<file path="src/verilog/fpgio_consts.svh">
`ifndef FPGIO_CONSTS_SVH
`define FPGIO_CONSTS_SVH

// register byte addresses
`define FPGIO_ADDR_PIN_DIR 32'hFFF7FA00
`define FPGIO_ADDR_PIN_LEVEL 32'hFFF7FA04
`define FPGIO_ADDR_PIN_OUT 32'hFFF7FA08
`define FPGIO_ADDR_PIN_IRQ_EN 32'hFFF7FA14
`define FPGIO_ADDR_PIN_EDGE 32'hFFF7FA18
`define FPGIO_ADDR_PIN_PEND 32'hFFF7FA1C
`define FPGIO_ADDR_EXT_DIR 32'hFFF7FA20
`define FPGIO_ADDR_EXT_LEVEL 32'hFFF7FA24
`define FPGIO_ADDR_EXT_OUT 32'hFFF7FA28
`define FPGIO_ADDR_EXT_IRQ_EN 32'hFFF7FA34
`define FPGIO_ADDR_EXT_EDGE 32'hFFF7FA38
`define FPGIO_ADDR_EXT_PEND 32'hFFF7FA3C

// field layout
`define FPGIO_PROTECT_LSB 0
`define FPGIO_GENERAL_LSB 4
`define FPGIO_EXT_BIT 8
`define FPGIO_NUM_SENSED 9

// reset values
`define FPGIO_RST_BYTE 8'h00
`define FPGIO_RST_BIT 1'b0

`endif

</file>
<file path="src/verilog/fpgio_pkg.sv">
`default_nettype none

package fpgio_pkg;
    typedef logic [7:0] fpgio_byte_t;
    typedef logic [8:0] fpgio_sensed_t;
    typedef enum logic [1:0] {
        FPGIO_RESP_OKAY = 2'b00,
        FPGIO_RESP_SLVERR = 2'b10
    } fpgio_resp_t;
endpackage

`default_nettype wire

</file>
<file path="src/verilog/fpgio_reg_if.sv">
`default_nettype none

interface fpgio_reg_if;
    logic wr_req;
    logic [31:0] wr_addr;
    logic [31:0] wr_data;
    logic [3:0] wr_strb;
    logic wr_err;
    logic [31:0] rd_addr;
    logic [31:0] rd_data;
    logic rd_err;

    modport bus (
        output wr_req, wr_addr, wr_data, wr_strb, rd_addr,
        input wr_err, rd_data, rd_err
    );
    modport regs (
        input wr_req, wr_addr, wr_data, wr_strb, rd_addr,
        output wr_err, rd_data, rd_err
    );
endinterface

`default_nettype wire

</file>
<file path="src/verilog/fpgio_pin_sync.sv">
`include "fpgio_consts.svh"

`default_nettype none

module fpgio_pin_sync
    import fpgio_pkg::*;
(
    // clock and reset
    input wire logic clk_i,
    input wire logic rst_b_i,
    // raw pins and sensed results
    input wire fpgio_sensed_t level_i,
    output fpgio_sensed_t level_o,
    output fpgio_sensed_t rise_o,
    output fpgio_sensed_t fall_o
);

    for (genvar i = 0; i < `FPGIO_NUM_SENSED; i++) begin : g_bit
        logic meta;
        logic stable;
        logic prev;

        // meta feeds only stable
        always_ff @(posedge clk_i or negedge rst_b_i) begin
            if (!rst_b_i) begin
                meta <= 1'b0;
                stable <= 1'b0;
                prev <= 1'b0;
            end else begin
                meta <= level_i[i];
                stable <= meta;
                prev <= stable;
            end
        end

        // one pulse per settled edge
        assign level_o[i] = stable;
        assign rise_o[i] = stable & ~prev;
        assign fall_o[i] = ~stable & prev;
    end

endmodule // fpgio_pin_sync

`default_nettype wire

</file>
<file path="src/verilog/fpgio_axil_slave.sv">
`default_nettype none

module fpgio_axil_slave
    import fpgio_pkg::*;
(
    // clock and reset
    input wire logic clk_i,
    input wire logic rst_b_i,
    // write address and data
    input wire logic [31:0] s_axi_awaddr_i,
    input wire logic s_axi_awvalid_i,
    output logic s_axi_awready_o,
    input wire logic [31:0] s_axi_wdata_i,
    input wire logic [3:0] s_axi_wstrb_i,
    input wire logic s_axi_wvalid_i,
    output logic s_axi_wready_o,
    // write response
    output logic [1:0] s_axi_bresp_o,
    output logic s_axi_bvalid_o,
    input wire logic s_axi_bready_i,
    // read
    input wire logic [31:0] s_axi_araddr_i,
    input wire logic s_axi_arvalid_i,
    output logic s_axi_arready_o,
    output logic [31:0] s_axi_rdata_o,
    output logic [1:0] s_axi_rresp_o,
    output logic s_axi_rvalid_o,
    input wire logic s_axi_rready_i,
    // register side
    fpgio_reg_if.bus rf
);

    logic aw_full;
    logic w_full;
    logic rd_pend;

    // address and data in either order; response once both are held
    always_ff @(posedge clk_i or negedge rst_b_i) begin
        if (!rst_b_i) begin
            s_axi_awready_o <= 1'b1;
            s_axi_wready_o <= 1'b1;
            s_axi_bvalid_o <= 1'b0;
            s_axi_bresp_o <= FPGIO_RESP_OKAY;
            aw_full <= 1'b0;
            w_full <= 1'b0;
            rf.wr_req <= 1'b0;
            rf.wr_addr <= 32'h00000000;
            rf.wr_data <= 32'h00000000;
            rf.wr_strb <= 4'h0;
        end else begin
            rf.wr_req <= 1'b0;
            if (s_axi_awvalid_i && s_axi_awready_o) begin
                rf.wr_addr <= s_axi_awaddr_i;
                s_axi_awready_o <= 1'b0;
                aw_full <= 1'b1;
            end
            if (s_axi_wvalid_i && s_axi_wready_o) begin
                rf.wr_data <= s_axi_wdata_i;
                rf.wr_strb <= s_axi_wstrb_i;
                s_axi_wready_o <= 1'b0;
                w_full <= 1'b1;
            end
            if (aw_full && w_full) begin
                rf.wr_req <= 1'b1;
                aw_full <= 1'b0;
                w_full <= 1'b0;
                s_axi_bvalid_o <= 1'b1;
                s_axi_bresp_o <= rf.wr_err ? FPGIO_RESP_SLVERR : FPGIO_RESP_OKAY;
            end
            if (s_axi_bvalid_o && s_axi_bready_i) begin
                s_axi_bvalid_o <= 1'b0;
                s_axi_awready_o <= 1'b1;
                s_axi_wready_o <= 1'b1;
            end
        end
    end

    // read data captured one edge after the address
    always_ff @(posedge clk_i or negedge rst_b_i) begin
        if (!rst_b_i) begin
            s_axi_arready_o <= 1'b1;
            s_axi_rvalid_o <= 1'b0;
            s_axi_rdata_o <= 32'h00000000;
            s_axi_rresp_o <= FPGIO_RESP_OKAY;
            rd_pend <= 1'b0;
            rf.rd_addr <= 32'h00000000;
        end else begin
            rd_pend <= 1'b0;
            if (s_axi_arvalid_i && s_axi_arready_o) begin
                rf.rd_addr <= s_axi_araddr_i;
                s_axi_arready_o <= 1'b0;
                rd_pend <= 1'b1;
            end
            if (rd_pend) begin
                s_axi_rdata_o <= rf.rd_data;
                s_axi_rresp_o <= rf.rd_err ? FPGIO_RESP_SLVERR : FPGIO_RESP_OKAY;
                s_axi_rvalid_o <= 1'b1;
            end
            if (s_axi_rvalid_o && s_axi_rready_i) begin
                s_axi_rvalid_o <= 1'b0;
                s_axi_arready_o <= 1'b1;
            end
        end
    end

endmodule // fpgio_axil_slave

`default_nettype wire

</file>
<file path="src/verilog/fpgio_top.sv">
// Summary of operation
// - registers word aligned; byte lane writes update only the addressed byte
// - all registers readable, writable registers accept writes without privilege checks
// - direction bits 7..4 make general pins D..A outputs in general mode
// - direction bits 3..0 make protect pins 3..0 outputs when set
// - level register returns general pins D..A in 7..4, protect pins in 3..0
// - output bits 7..4 drive general pins while output in general mode
// - output bits 3..0 drive protect pins while configured as output
// - per-pin enables, reset off; general pins need general mode
// - per-pin edge select: 0 falling, 1 rising, reset falling
// - pending bit sets on the selected edge of an enabled pin and stays until cleared
// - writing 1 clears a pending bit, writing 0 leaves it
// - external pin direction bit: 0 input, 1 output
// - external pin level readable in bit 0
// - external pin output value drives the pin while output
// - external pin interrupt enable, reset off
// - external pin edge select: 0 falling, 1 rising
// - external pin pending bit sets on its edge while enabled, holds until cleared
`include "fpgio_consts.svh"

`default_nettype none

module fpgio_top
    import fpgio_pkg::*;
(
    // clock and reset
    input wire logic clk_i,
    input wire logic rst_b_i,
    // axi4-lite write address
    input wire logic [31:0] s_axi_awaddr_i,
    input wire logic s_axi_awvalid_i,
    output logic s_axi_awready_o,
    // axi4-lite write data
    input wire logic [31:0] s_axi_wdata_i,
    input wire logic [3:0] s_axi_wstrb_i,
    input wire logic s_axi_wvalid_i,
    output logic s_axi_wready_o,
    // axi4-lite write response
    output logic [1:0] s_axi_bresp_o,
    output logic s_axi_bvalid_o,
    input wire logic s_axi_bready_i,
    // axi4-lite read address
    input wire logic [31:0] s_axi_araddr_i,
    input wire logic s_axi_arvalid_i,
    output logic s_axi_arready_o,
    // axi4-lite read data
    output logic [31:0] s_axi_rdata_o,
    output logic [1:0] s_axi_rresp_o,
    output logic s_axi_rvalid_o,
    input wire logic s_axi_rready_i,
    // protect pins 3..0
    input wire logic [3:0] protect_pin_level_i,
    output logic [3:0] protect_pin_drive_o,
    output logic [3:0] protect_pin_oe_o,
    // general pins d..a in bits 3..0
    input wire logic [3:0] general_pin_level_i,
    input wire logic [3:0] general_pin_gp_mode_i,
    output logic [3:0] general_pin_drive_o,
    output logic [3:0] general_pin_oe_o,
    // external interrupt pin
    input wire logic external_irq_pin_level_i,
    output logic external_irq_pin_drive_o,
    output logic external_irq_pin_oe_o,
    // interrupt request
    output logic irq_o
);

    fpgio_reg_if rf ();

    // software state
    fpgio_byte_t pin_direction;
    fpgio_byte_t pin_output_value;
    fpgio_byte_t pin_irq_enable;
    fpgio_byte_t pin_irq_edge_select;
    fpgio_byte_t pin_irq_pending;
    logic ext_pin_direction;
    logic ext_pin_output_value;
    logic ext_pin_irq_enable;
    logic ext_pin_irq_edge_select;
    logic ext_pin_irq_pending;

    // sensed pins
    fpgio_sensed_t raw_level;
    fpgio_sensed_t sensed_level;
    fpgio_sensed_t sensed_rise;
    fpgio_sensed_t sensed_fall;

    // pending machinery
    fpgio_sensed_t edge_polarity;
    fpgio_sensed_t edge_hit;
    fpgio_sensed_t irq_allowed;
    fpgio_sensed_t pend_clear;
    fpgio_sensed_t pend_all;
    fpgio_sensed_t enable_all;
    fpgio_sensed_t next_pend_all;

    // decoded writes
    logic wr_lane0;
    logic wr_pin_dir;
    logic wr_pin_out;
    logic wr_pin_en;
    logic wr_pin_edge;
    logic wr_pin_pend;
    logic wr_ext_dir;
    logic wr_ext_out;
    logic wr_ext_en;
    logic wr_ext_edge;
    logic wr_ext_pend;
    logic [7:0] wr_byte;

    // bus slave
    fpgio_axil_slave u_bus (
        .clk_i(clk_i),
        .rst_b_i(rst_b_i),
        .s_axi_awaddr_i(s_axi_awaddr_i),
        .s_axi_awvalid_i(s_axi_awvalid_i),
        .s_axi_awready_o(s_axi_awready_o),
        .s_axi_wdata_i(s_axi_wdata_i),
        .s_axi_wstrb_i(s_axi_wstrb_i),
        .s_axi_wvalid_i(s_axi_wvalid_i),
        .s_axi_wready_o(s_axi_wready_o),
        .s_axi_bresp_o(s_axi_bresp_o),
        .s_axi_bvalid_o(s_axi_bvalid_o),
        .s_axi_bready_i(s_axi_bready_i),
        .s_axi_araddr_i(s_axi_araddr_i),
        .s_axi_arvalid_i(s_axi_arvalid_i),
        .s_axi_arready_o(s_axi_arready_o),
        .s_axi_rdata_o(s_axi_rdata_o),
        .s_axi_rresp_o(s_axi_rresp_o),
        .s_axi_rvalid_o(s_axi_rvalid_o),
        .s_axi_rready_i(s_axi_rready_i),
        .rf(rf.bus)
    );

    // pin synchroniser and edge detect
    assign raw_level = {external_irq_pin_level_i, general_pin_level_i, protect_pin_level_i};

    fpgio_pin_sync u_sync (
        .clk_i(clk_i),
        .rst_b_i(rst_b_i),
        .level_i(raw_level),
        .level_o(sensed_level),
        .rise_o(sensed_rise),
        .fall_o(sensed_fall)
    );

    // write decode; registers are at most 8 bits wide so only lane 0 carries data
    assign wr_lane0 = rf.wr_req & rf.wr_strb[0];
    assign wr_byte = rf.wr_data[7:0];
    assign wr_pin_dir = wr_lane0 && (rf.wr_addr == `FPGIO_ADDR_PIN_DIR);
    assign wr_pin_out = wr_lane0 && (rf.wr_addr == `FPGIO_ADDR_PIN_OUT);
    assign wr_pin_en = wr_lane0 && (rf.wr_addr == `FPGIO_ADDR_PIN_IRQ_EN);
    assign wr_pin_edge = wr_lane0 && (rf.wr_addr == `FPGIO_ADDR_PIN_EDGE);
    assign wr_pin_pend = wr_lane0 && (rf.wr_addr == `FPGIO_ADDR_PIN_PEND);
    assign wr_ext_dir = wr_lane0 && (rf.wr_addr == `FPGIO_ADDR_EXT_DIR);
    assign wr_ext_out = wr_lane0 && (rf.wr_addr == `FPGIO_ADDR_EXT_OUT);
    assign wr_ext_en = wr_lane0 && (rf.wr_addr == `FPGIO_ADDR_EXT_IRQ_EN);
    assign wr_ext_edge = wr_lane0 && (rf.wr_addr == `FPGIO_ADDR_EXT_EDGE);
    assign wr_ext_pend = wr_lane0 && (rf.wr_addr == `FPGIO_ADDR_EXT_PEND);

    // unmapped addresses answer with an error; level registers ignore writes
    always_comb begin
        unique case (rf.wr_addr)
            `FPGIO_ADDR_PIN_DIR,
            `FPGIO_ADDR_PIN_LEVEL,
            `FPGIO_ADDR_PIN_OUT,
            `FPGIO_ADDR_PIN_IRQ_EN,
            `FPGIO_ADDR_PIN_EDGE,
            `FPGIO_ADDR_PIN_PEND,
            `FPGIO_ADDR_EXT_DIR,
            `FPGIO_ADDR_EXT_LEVEL,
            `FPGIO_ADDR_EXT_OUT,
            `FPGIO_ADDR_EXT_IRQ_EN,
            `FPGIO_ADDR_EXT_EDGE,
            `FPGIO_ADDR_EXT_PEND: rf.wr_err = 1'b0;
            default: rf.wr_err = 1'b1;
        endcase
    end

    // read mux; bits above the register width read as zero
    always_comb begin
        rf.rd_err = 1'b0;
        unique case (rf.rd_addr)
            `FPGIO_ADDR_PIN_DIR: rf.rd_data = {24'h000000, pin_direction};
            `FPGIO_ADDR_PIN_LEVEL: rf.rd_data = {24'h000000, sensed_level[7:0]};
            `FPGIO_ADDR_PIN_OUT: rf.rd_data = {24'h000000, pin_output_value};
            `FPGIO_ADDR_PIN_IRQ_EN: rf.rd_data = {24'h000000, pin_irq_enable};
            `FPGIO_ADDR_PIN_EDGE: rf.rd_data = {24'h000000, pin_irq_edge_select};
            `FPGIO_ADDR_PIN_PEND: rf.rd_data = {24'h000000, pin_irq_pending};
            `FPGIO_ADDR_EXT_DIR: rf.rd_data = {31'h00000000, ext_pin_direction};
            `FPGIO_ADDR_EXT_LEVEL: rf.rd_data = {31'h00000000, sensed_level[`FPGIO_EXT_BIT]};
            `FPGIO_ADDR_EXT_OUT: rf.rd_data = {31'h00000000, ext_pin_output_value};
            `FPGIO_ADDR_EXT_IRQ_EN: rf.rd_data = {31'h00000000, ext_pin_irq_enable};
            `FPGIO_ADDR_EXT_EDGE: rf.rd_data = {31'h00000000, ext_pin_irq_edge_select};
            `FPGIO_ADDR_EXT_PEND: rf.rd_data = {31'h00000000, ext_pin_irq_pending};
            default: begin
                rf.rd_data = 32'h00000000;
                rf.rd_err = 1'b1;
            end
        endcase
    end

    // direction registers
    always_ff @(posedge clk_i or negedge rst_b_i) begin
        if (!rst_b_i) begin
            pin_direction <= `FPGIO_RST_BYTE;
            ext_pin_direction <= `FPGIO_RST_BIT;
        end else begin
            if (wr_pin_dir) begin
                pin_direction <= wr_byte;
            end
            if (wr_ext_dir) begin
                ext_pin_direction <= wr_byte[0];
            end
        end
    end

    // output value registers
    always_ff @(posedge clk_i or negedge rst_b_i) begin
        if (!rst_b_i) begin
            pin_output_value <= `FPGIO_RST_BYTE;
            ext_pin_output_value <= `FPGIO_RST_BIT;
        end else begin
            if (wr_pin_out) begin
                pin_output_value <= wr_byte;
            end
            if (wr_ext_out) begin
                ext_pin_output_value <= wr_byte[0];
            end
        end
    end

    // interrupt enables
    always_ff @(posedge clk_i or negedge rst_b_i) begin
        if (!rst_b_i) begin
            pin_irq_enable <= `FPGIO_RST_BYTE;
            ext_pin_irq_enable <= `FPGIO_RST_BIT;
        end else begin
            if (wr_pin_en) begin
                pin_irq_enable <= wr_byte;
            end
            if (wr_ext_en) begin
                ext_pin_irq_enable <= wr_byte[0];
            end
        end
    end

    // edge selects
    always_ff @(posedge clk_i or negedge rst_b_i) begin
        if (!rst_b_i) begin
            pin_irq_edge_select <= `FPGIO_RST_BYTE;
            ext_pin_irq_edge_select <= `FPGIO_RST_BIT;
        end else begin
            if (wr_pin_edge) begin
                pin_irq_edge_select <= wr_byte;
            end
            if (wr_ext_edge) begin
                ext_pin_irq_edge_select <= wr_byte[0];
            end
        end
    end

    // edge qualification across all nine sensed pins
    assign edge_polarity = {ext_pin_irq_edge_select, pin_irq_edge_select};
    assign edge_hit = (edge_polarity & sensed_rise) | (~edge_polarity & sensed_fall);

    // a general pin taken over by the pin mux raises nothing
    assign irq_allowed = {
        ext_pin_irq_enable,
        pin_irq_enable[7:4] & general_pin_gp_mode_i,
        pin_irq_enable[3:0]
    };

    assign pend_clear = {
        wr_ext_pend & wr_byte[0],
        {8{wr_pin_pend}} & wr_byte
    };

    // set wins over a clear in the same cycle
    assign pend_all = {ext_pin_irq_pending, pin_irq_pending};
    assign next_pend_all = (pend_all & ~pend_clear) | (edge_hit & irq_allowed);

    always_ff @(posedge clk_i or negedge rst_b_i) begin
        if (!rst_b_i) begin
            pin_irq_pending <= `FPGIO_RST_BYTE;
            ext_pin_irq_pending <= `FPGIO_RST_BIT;
        end else begin
            pin_irq_pending <= next_pend_all[7:0];
            ext_pin_irq_pending <= next_pend_all[`FPGIO_EXT_BIT];
        end
    end

    // request follows pending and enable, one edge later
    assign enable_all = {ext_pin_irq_enable, pin_irq_enable};

    always_ff @(posedge clk_i or negedge rst_b_i) begin
        if (!rst_b_i) begin
            irq_o <= 1'b0;
        end else begin
            irq_o <= |(pend_all & enable_all);
        end
    end

    // pin drivers registered so the pads see clean levels
    always_ff @(posedge clk_i or negedge rst_b_i) begin
        if (!rst_b_i) begin
            protect_pin_drive_o <= 4'h0;
            protect_pin_oe_o <= 4'h0;
            general_pin_drive_o <= 4'h0;
            general_pin_oe_o <= 4'h0;
            external_irq_pin_drive_o <= 1'b0;
            external_irq_pin_oe_o <= 1'b0;
        end else begin
            protect_pin_drive_o <= pin_output_value[3:0];
            protect_pin_oe_o <= pin_direction[3:0];
            general_pin_drive_o <= pin_output_value[7:4];
            general_pin_oe_o <= pin_direction[7:4] & general_pin_gp_mode_i;
            external_irq_pin_drive_o <= ext_pin_output_value;
            external_irq_pin_oe_o <= ext_pin_direction;
        end
    end

endmodule // fpgio_top

`default_nettype wire

</file>
<file path="config.mk">
export PLATFORM = sky130hd
export DESIGN_NAME = fpgio_top
export DESIGN_NICKNAME = d
export VERILOG_FILES = /design/src/verilog/fpgio_pkg.sv /design/src/verilog/fpgio_reg_if.sv /design/src/verilog/fpgio_pin_sync.sv /design/src/verilog/fpgio_axil_slave.sv /design/src/verilog/fpgio_top.sv
export VERILOG_INCLUDE_DIRS = /design/src /design/src/verilog
export SDC_FILE = /design/constraint.sdc
export NUM_CORES = 1
export LEC_CHECK = 0
export BUFFER_PORTS_ARGS = -buffer_cell sky130_fd_sc_hd__buf_2
export CORE_MARGIN = 2
export CORE_UTILIZATION = 53
export DETAILED_ROUTE_END_ITERATION = 10
export HOLD_SLACK_MARGIN = 0.1
export PLACE_DENSITY = 0.79
export RECOVER_POWER = 100
export SYNTH_ARGS = -nofsm -noshare
export SYNTH_HDL_FRONTEND = slang
export SYNTH_SLANG_ARGS = --single-unit
</file>
<file path="constraint.sdc">
create_clock -name clk_i -period 4 [get_ports clk_i]
set_input_delay 0.6 -clock clk_i [delete_from_list [all_inputs] [get_ports clk_i]]
set_output_delay 0.6 -clock clk_i [all_outputs]
set_load 0.005 [all_outputs]
</file>
==> key figures, run 1 <==
Layout
  – Synth-to-Final Area Change: 16.76%
  – Layout cell share with drive strength beyond 1: between 30 and 40%
  – Fin nets: 795
  – Ant. Diodes: 0
  – Post-Route Utilization: 63.17%
  – Most frequent cells in the layout: dfrtp_1, mux2_2, buf_2
  – Post-route non-filler standard cell count: 868
  – Most common cell after layout, fill and taps aside: dfrtp_1

Placed design
  – GPL Wtd Cong: between 0.8 and 0.9
  – Inst Count DP: 836
  – Worst slack, placed: 0.7611 ns
  – Detailed placement HPWL: ~11,000 um
  – Port bufs: 126

Power
  – PwrDens: 599.0 mW/mm^2
  – Total power: 5.232 mW
  – Peak VDD IR: 0.3779 mV
  – P_leak: 4.035 nW

Floorplan
  – Starting Density: around 54%
  – Die Span Y: 122.8 um
  – I/O pin count: 180
  – DIE WIDTH: 122.8 um
  – Core Area: 0.01383 mm^2
  – Die Footprint: 0.01508 mm^2
  – Row Count: 43

Detailed routing
  – Final wirelength: 15,610 um
  – ANT nets after route: 0
  – Drt initial violations: slightly below 300
  – Via count: 4,754
  – Wire per inst: 17.99 um
  – First-pass detailed-route iteration total: 5
  – Detailed-route DRC error count: 0
  – Vias/cell: 5.477

Synthesis
  – Yosys cell types: 52
  – Largest area contributor in the netlist: dfrtp_1
  – Synth warn: 0
  – Top-area cell type share of the netlist area: 60.21%
  – Top cells by area, synth: dfrtp_1, mux2_2, buf_4, nand2_1, mux2i_1
  – FFs w/ async S/R, synth: 100.0%
  – Syn_area_per_cell: about 14 um^2
  – Top_reg_cell synth: dfrtp_1
  – Synth Cell Area: approximately 0.0075 mm^2
  – Post-synth EDFFs: 0
  – Post-Syn Instances: ~550
  – Post-synthesis sequential area ratio: around three fifths
  – Seq cells post-synth: 183

Clocking
  – Clock sink count: 183
  – CTS max path bufs: 2
  – CTS Buf Count: 17
  – Reg clk slew, reported paths: roughly 0.07 ns
  – CTS root buf: clkbuf_16
  – Post-CTS setup buffers: 0
  – CTS tree: done
  – Post-CTS resize count: 0
  – Max H-tree Level: 4
  – Clk_lat worst skew: between 0.4 and 0.5 ns
  – CTS Hold Bufs: 0

GRT
  – Largest net degree at the start of global routing: 85
  – Initial antenna violation count: 0
  – First-pass GRT wire length: roughly 25,000 um
  – Global Route Usage Sum: 22.11%
  – Gr ovfl total: 0
  – Number of global-route vias before repair: 4,880

Status
  – Status: complete, but fails checks
  – Violated checks: capacitance limit, slew limit

Worst setup path
  – Buf/Inv on CP: 1
  – Type of the worst setup path: reg -> reg
  – CP Launch Type: flop
  – Critical Path Sink Type: flop
  – Slowest-stage cell, CP: or3_1
  – Crit path DAT: 3.70 ns
  – Peak per-stage delay on the critical path: 0.57 ns
  – Crit path max fanout: 8
  – CP Cell Sequence: or4bb_1 > or4_1 > or3_1 > nor4b_4 > clkbuf_1 > mux2_2
  – Critical Path RT: between 4 and 5 ns
  – Family with the most delay on the worst path: simple AND/OR/NAND/NOR gates

Timing
  – Min cycle time layout: about 3.4 ns
  – Final Hold Fails: 0
  – Worst slew pin tran: 2.076 ns
  – Headroom to the max-slew limit: -38.37%
  – Setup Skew: 0.007267 ns
  – Pins Over Slew Limit: 84
  – Setup TNS: 0 ns
  – Final worst-path cycle share: 84.84%
  – # setup viols final: 0
  – FMAX: 294.7 MHz
  – RSZ-0062 raised after global routing: false
  – Final WS setup: 0.6064 ns

Hold path
  – Hold WC Path Type: in -> reg

Run
  – Max-cap violations: 1
cells in the mapped netlist, types with 5 or more instances:
master / number
a22oi_1: 8
o21ai_0: 13
a32o_1: 7
nand4_1: 9
nor2_1: 19
dfrtp_1: 180
nand3_1: 13
a22o_1: 5
mux2_2: 120
nand2_1: 31
buf_4: 26
and2_1: 6
nor3_1: 6
a21oi_1: 8
o2bb2ai_1: 8
clkbuf_1: 10
inv_1: 5
buf_1: 8
mux2i_1: 9
worst paths after layout:
| kind | slack (ns) | endpoint | cells after the start | from |
|---|---|---|---|---|
| worst max-delay path | 0.61 | pin_direction[5] | 6 | u_bus.rf.wr_addr[10] |
| worst min-delay path | 0.28 | u_sync.g_bit[0].meta | 1 | protect_pin_level_i[0] |
| worst max register to register | 0.61 | pin_direction[5] | 6 | u_bus.rf.wr_addr[10] |
| worst min register to register | 0.35 | u_sync.g_bit[6].stable | 0 | u_sync.g_bit[6].meta |
| max in group asynchronous | 1.30 | pin_direction[5] | 2 | rst_b_i |
| min in group asynchronous | 0.77 | u_sync.g_bit[3].stable | 1 | rst_b_i |
kinds of logic after synthesis:
| kind of cell | share of synthesized area [%] |
|---|---|
| compound gates | 6.339 |
| other cells | 0.05013 |
| flops | 61.26 |
| simple gates | 8.898 |
| buf+inv | 4.031 |
| mux | 19.42 |
stage by stage:
step / hold slack, ns / instance area, um^2
3_5_place_dp: 0.3347 / 8208
6_report: 0.2760 / 8735
5_1_grt: 0.2578 / 8735
4_1_cts: 0.2518 / 8791
3_3_place_gp: 0.3336 / 8208
2_1_floorplan: 0.3044 / 7575
flip-flops by register name (all words and copies together), names as in the netlist, 9 cells and up:
signal,cells
u_sync.g_bit.stable,9
u_sync.g_bit.meta,9
u_bus.rf.rd_addr,32
u_bus.rf.wr_addr,32
u_sync.g_bit.prev,9
final cells by class:
cell class / count / area (um^2)
Fill cell: 1036 / 5092
Sequential cell: 183 / 4583
Clock inverter: 7 / 97.59
Tap cell: 180 / 225.2
Multi-Input combinational cell: 336 / 2680
Inverter: 6 / 22.52
Timing Repair Buffer: 131 / 640.6
Clock buffer: 25 / 485.5
layer usage:
layer	routed length, um	up-vias	GRT usage, %
met4	255	0	7.687
li1	-	2186	-
met1	6386	2377	27.74
met5	0	-	0
met3	1082	23	6.738
met2	7889	168	36.46
report_power, final:
| part | internal, mW | switching, mW | total (mW) |
|---|---|---|---|
| Sequential | 2.26 | 0.431 | 2.69 |
| Clock | 0.972 | 0.674 | 1.65 |
| Combinational | 0.508 | 0.385 | 0.893 |
worst reg2reg max path, cell delays in order (launching register included):
cell and delay [ns]:
dfrtp_1 0.37, or4bb_1 0.49, or4_1 0.55, or3_1 0.57
nor4b_4 0.44, clkbuf_1 0.46, mux2_2 0.40
No activity file was read; power rests on OpenSTA's default activity.
==> run 2: changes to the inputs <==
--- a/config.mk
+++ b/config.mk
@@ -6,12 +6,13 @@
 export SDC_FILE = /design/constraint.sdc
 export NUM_CORES = 1
 export LEC_CHECK = 0
+export ABC_AREA = 1
 export BUFFER_PORTS_ARGS = -buffer_cell sky130_fd_sc_hd__buf_2
 export CORE_MARGIN = 2
-export CORE_UTILIZATION = 53
+export CORE_UTILIZATION = 49
 export DETAILED_ROUTE_END_ITERATION = 10
 export HOLD_SLACK_MARGIN = 0.1
-export PLACE_DENSITY = 0.79
+export PLACE_DENSITY = 0.77
 export RECOVER_POWER = 100
 export SYNTH_ARGS = -nofsm -noshare
 export SYNTH_HDL_FRONTEND = slang
==> constraint.sdc (replaced) <==
create_clock -name clk_i -period 3 [get_ports clk_i]
set_input_delay 0.45 -clock clk_i [delete_from_list [all_inputs] [get_ports clk_i]]
set_output_delay 0.45 -clock clk_i [all_outputs]
set_load 0.005 [all_outputs]
==> run 2 against run 1 <==
Via count grew 26%. Worst setup slack gained 0.13 ns. Clock skew is 0.00085 ns lower. Global-route usage down 1.7 points. Synthesized cell count increased by 67%. Non-clock buffer count increased by 5. Sequential share of layout area down 2.1 points. The flow still finishes with violations (capacitance limit, slew limit). Clock-buffer cell count is 6 lower.
==> key figures, run 2 <==
Layout
  – Largest regs: u_bus.rf.rd_addr (32), u_bus.rf.wr_addr (32)
  – Layout cell share with drive strength beyond 1: 14.41% (-23 points)
  – Most frequent cells in the layout: nand2_1, dfrtp_1, buf_2
  – Fill cell count: 1,439 (+39%)
  – Area occupied by multi-input gates: 0.002686 mm^2 (+0.23%)
  – Fin area: 0.009105 mm^2 (+4.2%)
  – Synth-to-Final Area Change: 16.73% (about the same)
  – Post-Route Utilization: 57.95% (-5.2 points)
  – Most common cell after layout, fill and taps aside: nand2_1
  – Reg area: 0.004583 mm^2 (unchanged)
  – Ant. Diodes: 0 (unchanged)
  – Fin nets: 1,164 (+46%)
  – Post-route non-filler standard cell count: 1,271 (+46%)

Synthesis
  – Area share of and/or/nand/nor cells after synthesis: 26.24% (+17 points)
  – Top-area cell type share of the netlist area: 57.75% (-2.5 points)
  – Commonest cells in the netlist: nand2_1, dfrtp_1, inv_1
  – Adder-cell share of the synthesized area: 0% (unchanged)
  – Largest area contributor in the netlist: dfrtp_1
  – Synth warn: 0 (unchanged)
  – Yosys cell types: 36 (-31%)
  – Synth Cell Area: 0.007800 mm^2 (+4.3%)
  – Mux share of post-synthesis cell area: 0% (-19 points)
  – Largest family of logic cells by synthesized area: simple AND/OR/NAND/NOR gates
  – Post-Syn Instances: 913 (+67%)
  – Seq cells post-synth: 183 (unchanged)
  – XOR/XNOR Fraction of Synth Area: 0% (unchanged)
  – Post-synth EDFFs: 0 (unchanged)
  – Top_reg_cell synth: dfrtp_1
  – Most frequent cell after synthesis: nand2_1
  – Syn_area_per_cell: 8.543 um^2 (-38%)
  – Top cells by area, synth: dfrtp_1, nand2_1, o21ai_0, inv_1, nor2_1
  – Post-synthesis sequential area ratio: 58.76% (-2.5 points)
  – FFs w/ async S/R, synth: 100.0% (unchanged)
  – Compound-gate portion of the synthesized area: 7.475% (+1.1 points)

Placed design
  – Detailed placement HPWL: 11,570 um (+7.6%)
  – GPL Wtd Cong: 0.8605 (+0.42%)
  – Worst slack, placed: 1.000 ns (+0.2392 ns)
  – Port bufs: 126 (unchanged)
  – Inst Count DP: 1,240 (+48%)
  – Area post-placement: 0.008563 mm^2 (+4.3%)

Timing
  – Final worst-path cycle share: 75.32% (-9.5 points)
  – Setup TNS: 0 ns (unchanged)
  – # setup viols final: 0 (unchanged)
  – Min cycle time layout: 2.260 ns (-1.134 ns)
  – RSZ-0062 raised after global routing: false
  – Headroom to the max-slew limit: -14.55% (+24 points)
  – Final Hold Fails: 0 (unchanged)
  – Worst slew pin tran: 1.718 ns (-0.3573 ns)
  – Setup Skew: 0.006421 ns (-0.0008464 ns)
  – FMAX: 442.6 MHz (+50%)
  – Pins Over Slew Limit: 70 (-17%)
  – Final WS setup: 0.7404 ns (+0.1340 ns)

Worst setup path
  – Critical Path Sink Type: flop
  – Type of the worst setup path: reg -> reg
  – Critical Path RT: 3.29 ns (-1.01 ns)
  – Peak per-stage delay on the critical path: 0.42 ns (-0.15 ns)
  – Slowest-stage cell, CP: nor2_1
  – Cell count of the worst reg-to-reg path: 8 (+2)
  – Crit path DAT: 2.55 ns (-1.15 ns)
  – Crit path max fanout: 15 (+7)
  – R2R Setup Slk: 0.74 ns (+0.13 ns)
  – CP Cell Sequence: nor3_1 > nand2_1 > nor2_1 > nand3_1 > nor2_1 > nand2_2 > nand2_1 > o21ai_0
  – CP Launch Type: flop

Run
  – Max-cap violations: 1 (unchanged)

Detailed routing
  – First-pass detailed-route iteration total: 5 (unchanged)
  – Routed wl met2: 7399 um (-6.2%)
  – DR top layer: met4
  – ANT nets after route: 0 (unchanged)
  – Vias/cell: 4.718 (-14%)
  – Wire per inst: 12.77 um (-29%)
  – Detailed-route DRC error count: 0 (unchanged)
  – Final wirelength: 16,240 um (+4.0%)
  – Drt initial violations: 373 (+26%)
  – Via count: 5,997 (+26%)
  – DRT met1 WL: 7535 um (+18%)
  – Met3 wire len: 1142 um (+5.5%)

Status
  – Violated checks: capacitance limit, slew limit
  – Status: complete, but fails checks

Power
  – PwrDens: 764.1 mW/mm^2 (+28%)
  – Peak VDD IR: 0.4126 mV (+9.2%)
  – P_leak: 4.710 nW (+17%)

Hold path
  – Hold WC Path Type: in -> reg
  – Hold path cells: 1 (unchanged)

Floorplan
  – I/O pin count: 180 (unchanged)
  – Starting Density: 49.64% (-4.5 points)
  – DIE WIDTH: 130.2 um (+6.0%)
  – Row Count: 46 (+7.0%)
  – Core Area: 0.01571 mm^2 (+14%)
  – Die Span Y: 130.2 um (+6.0%)
  – Die Footprint: 0.01694 mm^2 (+12%)

GRT
  – Global Route Usage Sum: 20.40% (-1.7 points)
  – Number of global-route vias before repair: 5,603 (+15%)
  – Largest net degree at the start of global routing: 71 (-16%)
  – Gr ovfl total: 0 (unchanged)
  – First-pass GRT wire length: 27,140 um (+8.5%)
  – Initial antenna violation count: 0 (unchanged)

Clocking
  – CTS tree: done
  – CTS Buf Count: 17 (unchanged)
  – CTS root buf: clkbuf_16
  – Max H-tree Level: 4 (unchanged)
  – CTS max path bufs: 2 (unchanged)
  – Reg clk slew, reported paths: 0.07 ns (about the same)
  – Clk_lat worst skew: 0.43 ns (about the same)
  – Clock sink count: 183 (unchanged)
-- run 2: cell type report --
class                   instances  share of cell area [%]
inverters                      70                   2.886
repair buffers                136                   7.517
flip-flops and latches        183                   50.34
clock inverters                11                   1.924
multi-input cells             636                   29.50
clock buffers                  19                   4.865
well taps                     216                   2.968
-- run 2: final timing paths --
kind	from	end
max in group asynchronous	rst_b_i	u_bus.s_axi_arready_o
worst min register to register	u_sync.g_bit[5].meta	u_sync.g_bit[5].stable
min in group asynchronous	rst_b_i	general_pin_drive_o[3]
worst max register to register	u_bus.rf.wr_addr[19]	pin_output_value[7]
worst max-delay path	u_bus.rf.wr_addr[19]	pin_output_value[7]
worst min-delay path	external_irq_pin_level_i	u_sync.g_bit[8].meta
-- run 2: cell families after synthesis --
| group | after synthesis |
|---|---|
| compound gates | 106 |
| buf+inv | 119 |
| flops | 183 |
| other cells | 1 |
| simple gates | 504 |
-- run 2: metrics by stage --
step | hold slack, ns | power [mW]
6_report | 0.1260 | 6.957
5_1_grt | 0.1153 | 7.440
4_1_cts | 0.1136 | 7.052
3_5_place_dp | 0.3347 | 4.711
3_3_place_gp | 0.3344 | 4.647
2_1_floorplan | 0.1544 | 4.285
-- run 2: where the power goes --
group	internal (mW)	total [mW]	leakage [nW]	switching [mW]
sequential	3.05	3.36	2.33	0.308
combinational	0.442	1.27	2.09	0.832
clock	1.41	2.33	0.289	0.914
total	4.90	6.96	4.71	2.05
-- run 2: what timing repair did --
| action | in CTS | in global routing |
|---|---|---|
| hold buffers | 1 | 0 |
| endpoints found under the hold margin | 66 | 0 |
| gates resized for setup | 0 | 0 |
| buffers inserted | 0 | 0 |
-- run 2: critical path, delay by kind of cell (launching register included) --
family | cells | cell delay, ns
compound gates | 1 | 0.10
flops | 1 | 0.37
simple gates | 7 | 1.63
-- run 2: routing by layer --
layer  up-vias  global-route usage [%]
met4         0                   4.681
met2       162                   31.20
met3         8                   5.945
met1      2758                   29.11
met5         -                       0
li1       3069                       -
